--- config.mk ---
export PLATFORM = sky130hd
export DESIGN_NAME = dio_port_block
export DESIGN_NICKNAME = d
export VERILOG_FILES = /design/src/inc/dio_pkg.sv /design/src/inc/dio_route_if.sv /design/src/hw/dio_port_block.sv /design/src/hw/dio_resource_router.sv
export SDC_FILE = /design/constraint.sdc
export NUM_CORES = 1
export LEC_CHECK = 0
export BUFFER_PORTS_ARGS = -buffer_cell sky130_fd_sc_hd__buf_2
export CORE_AREA = 4 4 126 128
export CTS_CLUSTER_DIAMETER = 60
export DETAILED_ROUTE_END_ITERATION = 12
export DIE_AREA = 0 0 130 132
export PLACE_DENSITY = 0.76
export SYNTH_ARGS = -nofsm -noshare
export SYNTH_HDL_FRONTEND = slang
export SYNTH_SLANG_ARGS = --single-unit
--- constraint.sdc ---
create_clock -name clk -period 2.37 [get_ports clk]
set_clock_uncertainty 0.05 [all_clocks]
set_input_delay 0.474 -clock clk [delete_from_list [all_inputs] [get_ports clk]]
set_output_delay 0.474 -clock clk [all_outputs]
set_load 0.01 [all_outputs]
--- src/inc/dio_pkg.sv ---
// constants, field layouts and types of the digital i/o port block
package dio_pkg;

  localparam int DIO_NUM_PINS = 25;
  localparam int DIO_NUM_BANK_PINS = 15;
  localparam int DIO_NUM_SINGLE = 10;
  localparam int DIO_NUM_ROUTED = 11;
  localparam int DIO_NUM_RES = 4;
  localparam int DIO_NUM_CE_PULSE = 4;

  // special-function register addresses of the four port bytes
  localparam logic [7:0] DIO_SFR_BANK_A = 8'h80;
  localparam logic [7:0] DIO_SFR_BANK_B = 8'h90;
  localparam logic [7:0] DIO_SFR_BANK_C = 8'ha0;
  localparam logic [7:0] DIO_SFR_BANK_D = 8'hb0;

  // i/o ram addresses
  localparam logic [15:0] DIO_XRAM_PORT_EN = 16'h270c;
  localparam logic [15:0] DIO_XRAM_RSEL_BASE = 16'h2009;
  localparam logic [15:0] DIO_XRAM_BUTTON_RSEL = 16'h2450;
  localparam logic [15:0] DIO_XRAM_SINGLE_BASE = 16'h2420;
  localparam logic [15:0] DIO_XRAM_PIN55 = 16'h2447;
  localparam int DIO_NUM_RSEL_BYTES = 6;

  // field positions
  localparam int DIO_PORT_EN_BIT = 5;
  localparam int DIO_BANK_DATA_LSB = 0;
  localparam int DIO_BANK_DIR_LSB = 4;
  localparam int DIO_SINGLE_DATA_BIT = 0;
  localparam int DIO_SINGLE_DIR_BIT = 1;
  localparam int DIO_RSEL_LO_LSB = 0;
  localparam int DIO_RSEL_HI_LSB = 4;
  localparam logic [7:0] DIO_BANK_D_MASK = 8'h77;

  // reset values
  localparam logic [3:0] DIO_BANK_DIR_RESET = 4'hf;
  localparam logic [3:0] DIO_BANK_DATA_RESET = 4'h0;
  localparam logic DIO_PORT_EN_RESET = 1'b0;
  localparam logic [1:0] DIO_SINGLE_RESET = 2'h0;
  localparam logic [2:0] DIO_RSEL_RESET = 3'h0;

  // resource select codes
  typedef enum logic [2:0] {
    DIO_RES_NONE = 3'h0,
    DIO_RES_RSVD = 3'h1,
    DIO_RES_CNT0 = 3'h2,
    DIO_RES_CNT1 = 3'h3,
    DIO_RES_IRQ_HI = 3'h4,
    DIO_RES_IRQ_LO = 3'h5
  } dio_res_t;

  // whole state of the port block
  typedef struct packed {
    logic [3:0][7:0] bank;
    logic port_en;
    logic [9:0][1:0] single;
    logic [10:0][2:0] rsel;
    logic [24:0] meta;
    logic [24:0] pin_sync;
    logic btn_meta;
    logic btn_sync;
    logic [7:0] sfr_rdata;
    logic [7:0] xram_rdata;
    logic [3:0] res;
    logic pulse_irq;
    logic [24:0] pad_out;
    logic [24:0] pad_oe;
  } dio_state_t;

endpackage : dio_pkg

--- src/inc/dio_route_if.sv ---
// carrier between the port block and its resource router
`timescale 1ns/10ps
`default_nettype none
interface dio_route_if;
  logic [10:0] level;
  logic [10:0][2:0] sel;
  logic [3:0] res;
  modport owner (output level, output sel, input res);
  modport router (input level, input sel, output res);
endinterface : dio_route_if
`default_nettype wire

--- src/hw/dio_port_block.sv ---
// digital i/o port block: port bytes, single-pin bytes, port-byte output enable and routing
`timescale 1ns/10ps
`default_nettype none
module dio_port_block
  import dio_pkg::*;
(
  input wire logic clk,
  input wire logic reset,
  input wire logic [7:0] sfr_addr,
  input wire logic sfr_wr,
  input wire logic [7:0] sfr_wdata,
  output logic [7:0] sfr_rdata,
  input wire logic [15:0] xram_addr,
  input wire logic xram_wr,
  input wire logic [7:0] xram_wdata,
  output logic [7:0] xram_rdata,
  input wire logic [24:0] pin_in,
  output logic [24:0] pin_out,
  output logic [24:0] pin_oe,
  input wire logic push_button_input,
  input wire logic [3:0] ce_pulse,
  output logic pulse_irq,
  output logic counter0_clock_input,
  output logic counter1_clock_input,
  output logic high_priority_ext_irq,
  output logic low_priority_ext_irq
);

  ////////////////////////////////////////////////////////////////////////////
  // address tables and helpers

  // sfr address of a port byte
  function automatic logic [7:0] bank_addr(input int b);
    case (b)
      0: bank_addr = DIO_SFR_BANK_A;
      1: bank_addr = DIO_SFR_BANK_B;
      2: bank_addr = DIO_SFR_BANK_C;
      default: bank_addr = DIO_SFR_BANK_D;
    endcase
  endfunction : bank_addr

  // writable bits of a port byte; the last byte has only three pins
  function automatic logic [7:0] bank_mask(input int b);
    bank_mask = (b == 3) ? DIO_BANK_D_MASK : 8'hff;
  endfunction : bank_mask

  // i/o ram address of a single-pin byte: pins 19..25, 28, 29, 55
  function automatic logic [15:0] single_addr(input int i);
    if (i < 7)
      single_addr = DIO_XRAM_SINGLE_BASE + 16'(i + 3);
    else if (i < 9)
      single_addr = DIO_XRAM_SINGLE_BASE + 16'(i + 5);
    else
      single_addr = DIO_XRAM_PIN55;
  endfunction : single_addr

  ////////////////////////////////////////////////////////////////////////////
  // state

  dio_state_t st;
  dio_state_t next_st;

  dio_route_if rt ();

  // routed levels: pins 2..11 then the push button
  assign rt.level = {st.btn_sync, st.pin_sync[11:2]};
  assign rt.sel = st.rsel;

  dio_resource_router u_router (
    .rt (rt)
  );

  ////////////////////////////////////////////////////////////////////////////
  // next-state logic

  always_comb
  begin
    next_st = st;

    // two-stage synchronisers on every pad and the push button
    next_st.meta = pin_in;
    next_st.pin_sync = st.meta;
    next_st.btn_meta = push_button_input;
    next_st.btn_sync = st.btn_meta; // input only, no drive control

    // port byte writes over the sfr port
    for (int b = 0; b < 4; b++)
    begin
      if (sfr_wr && sfr_addr == bank_addr(b))
      begin
        next_st.bank[b] = sfr_wdata & bank_mask(b);
      end
    end

    // output enable of the port-byte pins only; single-pin bytes are not gated
    if (xram_wr && xram_addr == DIO_XRAM_PORT_EN)
    begin
      next_st.port_en = xram_wdata[DIO_PORT_EN_BIT];
    end

    // single-pin bytes
    for (int i = 0; i < DIO_NUM_SINGLE; i++)
    begin
      if (xram_wr && xram_addr == single_addr(i))
      begin
        next_st.single[i] = {xram_wdata[DIO_SINGLE_DIR_BIT], xram_wdata[DIO_SINGLE_DATA_BIT]};
      end
    end

    // resource select fields, two pins to a byte; the last byte has no routed pins
    for (int k = 0; k < DIO_NUM_RSEL_BYTES; k++)
    begin
      if (xram_wr && xram_addr == DIO_XRAM_RSEL_BASE + 16'(k) && 2 * k + 1 < DIO_NUM_ROUTED - 1)
      begin
        next_st.rsel[2*k] = xram_wdata[DIO_RSEL_LO_LSB +: 3];
        next_st.rsel[2*k+1] = xram_wdata[DIO_RSEL_HI_LSB +: 3];
      end
    end
    if (xram_wr && xram_addr == DIO_XRAM_BUTTON_RSEL)
    begin
      next_st.rsel[10] = xram_wdata[DIO_RSEL_LO_LSB +: 3];
    end

    // pad drive from the values that take effect this edge
    for (int p = 0; p < DIO_NUM_BANK_PINS; p++)
    begin
      next_st.pad_out[p] = next_st.bank[p/4][DIO_BANK_DATA_LSB + p%4];
      next_st.pad_oe[p] = next_st.bank[p/4][DIO_BANK_DIR_LSB + p%4] & next_st.port_en;
    end
    for (int i = 0; i < DIO_NUM_SINGLE; i++)
    begin
      next_st.pad_out[DIO_NUM_BANK_PINS + i] = next_st.single[i][DIO_SINGLE_DATA_BIT];
      next_st.pad_oe[DIO_NUM_BANK_PINS + i] = next_st.single[i][DIO_SINGLE_DIR_BIT];
    end

    // sfr read: data bits show pad levels, direction bits the latch
    next_st.sfr_rdata = 8'h00;
    for (int b = 0; b < 4; b++)
    begin
      if (sfr_addr == bank_addr(b))
      begin
        next_st.sfr_rdata = st.bank[b] & bank_mask(b);
        for (int j = 0; j < 4; j++)
        begin
          if (b * 4 + j < DIO_NUM_BANK_PINS)
            next_st.sfr_rdata[DIO_BANK_DATA_LSB + j] = st.pin_sync[b*4+j];
        end
      end
    end

    // i/o ram read, unmapped addresses read zero
    next_st.xram_rdata = 8'h00;
    if (xram_addr == DIO_XRAM_PORT_EN)
    begin
      next_st.xram_rdata[DIO_PORT_EN_BIT] = st.port_en;
    end
    else if (xram_addr == DIO_XRAM_BUTTON_RSEL)
    begin
      next_st.xram_rdata[DIO_RSEL_LO_LSB +: 3] = st.rsel[10];
    end
    else
    begin
      for (int i = 0; i < DIO_NUM_SINGLE; i++)
      begin
        if (xram_addr == single_addr(i))
        begin
          next_st.xram_rdata[DIO_SINGLE_DIR_BIT] = st.single[i][DIO_SINGLE_DIR_BIT];
          next_st.xram_rdata[DIO_SINGLE_DATA_BIT] = st.pin_sync[DIO_NUM_BANK_PINS + i];
        end
      end
      for (int k = 0; k < DIO_NUM_RSEL_BYTES; k++)
      begin
        if (xram_addr == DIO_XRAM_RSEL_BASE + 16'(k) && 2 * k + 1 < DIO_NUM_ROUTED - 1)
        begin
          next_st.xram_rdata[DIO_RSEL_LO_LSB +: 3] = st.rsel[2*k];
          next_st.xram_rdata[DIO_RSEL_HI_LSB +: 3] = st.rsel[2*k+1];
        end
      end
    end

    // routed resources and the internal pulse interrupt
    next_st.res = rt.res;
    next_st.pulse_irq = |ce_pulse;
  end

  ////////////////////////////////////////////////////////////////////////////
  // state register

  always_ff @(posedge clk)
  begin
    if (reset)
    begin
      st <= '0;
      st.bank <= {4{DIO_BANK_DIR_RESET, DIO_BANK_DATA_RESET}} & {DIO_BANK_D_MASK, 24'hffffff};
      st.port_en <= DIO_PORT_EN_RESET;
      st.single <= {DIO_NUM_SINGLE{DIO_SINGLE_RESET}};
      st.rsel <= {DIO_NUM_ROUTED{DIO_RSEL_RESET}};
      st.pad_oe <= '0;
    end
    else
    begin
      st <= next_st;
    end
  end

  // outputs, all straight from flops
  assign sfr_rdata = st.sfr_rdata;
  assign xram_rdata = st.xram_rdata;
  assign pin_out = st.pad_out;
  assign pin_oe = st.pad_oe;
  assign pulse_irq = st.pulse_irq;
  assign counter0_clock_input = st.res[0];
  assign counter1_clock_input = st.res[1];
  assign high_priority_ext_irq = st.res[2];
  assign low_priority_ext_irq = st.res[3];

  // helper: every select field holds a code that routes nothing
  logic all_sel_idle;
  always_comb
  begin
    all_sel_idle = 1'b1;
    for (int i = 0; i < DIO_NUM_ROUTED; i++)
    begin
      if (st.rsel[i] inside {DIO_RES_CNT0, DIO_RES_CNT1, DIO_RES_IRQ_HI, DIO_RES_IRQ_LO})
        all_sel_idle = 1'b0;
    end
  end
endmodule : dio_port_block
`default_nettype wire

--- src/hw/dio_resource_router.sv ---
// or-combining router of pin levels onto internal resources
`timescale 1ns/10ps
`default_nettype none
module dio_resource_router
  import dio_pkg::*;
(
  dio_route_if.router rt
);

  // true when a select field names the given resource
  function automatic logic sel_hit(input logic [2:0] sel, input dio_res_t code);
    sel_hit = (sel == code);
  endfunction : sel_hit

  // each resource is the or of every pin that selects it
  always_comb
  begin
    rt.res = 4'h0;
    for (int i = 0; i < DIO_NUM_ROUTED; i++)
    begin
      if (sel_hit(rt.sel[i], DIO_RES_CNT0)) rt.res[0] = rt.res[0] | rt.level[i];
      if (sel_hit(rt.sel[i], DIO_RES_CNT1)) rt.res[1] = rt.res[1] | rt.level[i];
      if (sel_hit(rt.sel[i], DIO_RES_IRQ_HI)) rt.res[2] = rt.res[2] | rt.level[i];
      if (sel_hit(rt.sel[i], DIO_RES_IRQ_LO)) rt.res[3] = rt.res[3] | rt.level[i];
    end
    // codes 1, 6 and 7 fall through all tests and route nothing
  end

endmodule : dio_resource_router
`default_nettype wire

==> run summary <==
Syn Area/Cell -> 9.359 um2
detailed-route DRC error count -> 0
largest net degree at the start of global routing -> 40
Pre-antenna DRT Iters -> 6
DP HPWL -> 12.69 mm
Power Density -> 687.7 mW/mm2
Max-Cap Viols -> 0
Final Hold Fails -> 0
DP Cell Count -> 1044
CTS sink count -> 170
num rows -> 45
Vias/cell -> 5.369
# port buffers -> 140
largest cells by area after synthesis -> dfxtp_1, mux2i_1, buf_4
Top Ports -> 145
CTS Buffer Depth -> 2
total grt overflow -> 0
H-tree depth -> 4
cell family with most CP delay -> simple AND/OR/NAND/NOR gates
Mapped Cells -> 775
fin area -> 0.008458 mm2
core area -> 0.01486 mm2
Crit-path slowest cell -> nor4b_1
Num CTS Buffers -> 17
die area -> 0.01716 mm2
Setup CP Type -> in -> reg
CP startpoint kind -> input port
Worst Path Required -> 2620 ps
clock transition at the registers of the reported paths -> 70 ps
vias in the first global route -> 5572
Leakage -> 3.617 nW
Post-DP Area -> 0.007890 mm2
Max IR drop VDD -> 0.4900 mV
n_diodes -> 0
Sum Neg Setup Slack -> 0 ps
Post-Syn Area -> 0.007253 mm2
Post-DRT Antenna Nets -> 0
status -> finished, final reports clean
vias -> 5777
Die W -> 130 um
Crit path largest cell delay -> 320 ps
Die Y -> 132 um
EDFF count, synth -> 0
GP Congestion -> 0.9103
fin nets -> 949
non-filler cells, final -> 1076
share of layout cells above drive strength 1 -> 0.2658
yosys warns -> 0
Total GRT Usage -> 0.2019
r2r startpoint -> rt.sel[18]$_SDFFE_PP0P_
final setup vio count -> 0
postcts setup bufs -> 0
hold wc startpoint -> pin_in[10]
CP cell instances -> buf_2 -> nor4b_1 -> buf_4 -> and4_1 -> and2_1 -> nand2_1 -> nor3_2 -> mux2i_1 -> nor2_1
Synth cell types -> 60
root buf cell -> clkbuf_16
per-cell routed wire length -> 16.15 um
Worst Setup SP -> xram_addr[12]
Iter 0 DRT Violations -> 396
critical path arrival -> 2230 ps
synthesis-to-finish area growth -> 16.61%
cts repair resizes -> 0
RSZ-0062 raised after global routing -> false
maximum clock rate -> 0.5068 GHz
FF+latch count, synth -> 170
initial antenna violation count -> 0
Worst Setup End Kind -> flip-flop
ys async rst share -> 0
first-pass GRT wire length -> 27.61 mm
initial core utilization -> 0.4880
Slew Viols, Final -> 0
critical path peak fanout -> 4
WL final -> 17.38 mm
hold bufs inserted after CTS -> 0
worst hold path type -> in -> reg
fin crit share -> 0.8326
TritonCTS clock tree -> done
top-area cell type share of the netlist area -> 0.4692
area leader, netlist -> dfxtp_1
Clk Latency, worst-skew pair -> 430 ps
Seq/Total Area, Yosys -> 0.4692
minimum clock period -> 1973 ps
WP buf/inv -> 2
main flop type after synthesis -> dfxtp_1
[flip-flops by register name (all words and copies together) (netlist names), 6 cells and up]
signal,flops
sfr_rdata,8
pin_oe,24
next_st,26
xram_rdata,6
st,57
rt.level,11
rt.sel,33
[synth_stat cells (all sizes together), types with 2 or more instances]
| cell type | count |
|---|---|
| dfxtp | 170 |
| nor2 | 103 |
| mux2i | 74 |
| buf | 73 |
| nor2b | 56 |
| nand2 | 44 |
| a21oi | 28 |
| clkbuf | 27 |
| nor3 | 26 |
| nand3 | 21 |
| nand2b | 20 |
| nand4b | 14 |
| nor4bb | 12 |
| o21ai | 10 |
| inv | 9 |
| o22ai | 8 |
| mux2 | 7 |
| nor4 | 7 |
| nand4 | 5 |
| nor4b | 5 |
| a222oi | 4 |
| a31oi | 4 |
| and4 | 4 |
| nand3b | 4 |
| or3 | 4 |
| a22oi | 3 |
| a41oi | 3 |
| o31ai | 3 |
| or4b | 3 |
| and2 | 2 |
| and3 | 2 |
| or2 | 2 |
[where the power goes]
| part | switching (mW) | leakage (nW) | internal (mW) |
|---|---|---|---|
| clock network | 1.22 | 0.272 | 1.39 |
| logic | 0.167 | 1.96 | 0.124 |
| registers | 0.0178 | 1.38 | 2.90 |
[worst paths after layout]
| check | to | slack [ps] | depth (start not counted) |
|---|---|---|---|
| worst max register to register | xram_rdata[0]$_SDFF_PP0_ | 450 | 7 |
| worst max-delay path | st[158]$_SDFFE_PP0P_ | 400 | 9 |
| worst min-delay path | next_st[83]$_SDFF_PP0_ | 200 | 2 |
| worst min register to register | rt.level[2]$_SDFF_PP0_ | 390 | 1 |
[through the flow]
step	util	power [mW]	worst slack, ps	hold WS, ps
6_report	0.5690	5.817	396.8	195.8
5_1_grt	0.5690	6.016	311.3	203.9
4_1_cts	0.5690	5.869	400.3	182.0
3_5_place_dp	0.5308	3.271	-34.38	371.8
3_3_place_gp	0.5308	3.264	38.77	368.8
2_1_floorplan	-	3.129	237.4	363.8
[layer usage]
metal  share of wire  up-vias  GRT usage
met5               0        -          0
met4           0.016        0    0.06120
met3           0.078       31    0.05794
met2            0.46      233     0.3226
met1            0.44     2684     0.2646
li1                -     2829          -
[cells by family (layout without fill, tap and decap cells)]
| logic type | count (synthesis) | count (layout) | synth area share |
|---|---|---|---|
| and+or+nand+nor | 337 | 337 | 0.2572 |
| DFF | 170 | 170 | 0.4692 |
| buffers and inverters | 109 | 221 | 0.09160 |
| muxes | 81 | 81 | 0.1130 |
| AOI/OAI and AO/OA | 77 | 77 | 0.06849 |
| other | 1 | 2 | 0.0005170 |
[area by class of cell]
type | count | area [um2]
fill | 1331 | 6406
sequential | 170 | 3403
multi-input combinational | 497 | 3189
timing repair buffer | 180 | 1028
clock buffer | 18 | 429.2
tap | 188 | 235.2
clock inverter | 14 | 138.9
inverter | 9 | 33.78
[placed cells by master (no fill, tap or decap), drive strengths merged, types with 2 or more instances in the layout]
cell type	Yosys	routed
dfxtp	170	170
o31ai	3	3
and3	2	2
mux2	7	7
nand4b	14	14
a31oi	4	4
clkinvlp	0	2
nor4b	5	5
or3	4	4
buf	73	180
a222oi	4	4
conb	1	2
mux2i	74	74
nand2	44	44
or2	2	2
inv	9	13
a41oi	3	3
clkbuf	27	18
nand3	21	21
nand3b	4	4
and2	2	2
nor3	26	26
o22ai	8	8
o21ai	10	10
and4	4	4
a22oi	3	3
nor4bb	12	12
nor4	7	7
a21oi	28	28
nand4	5	5
nand2b	20	20
nor2b	56	56
clkinv	0	8
nor2	103	103
or4b	3	3
(Power assumes the default switching activity.)
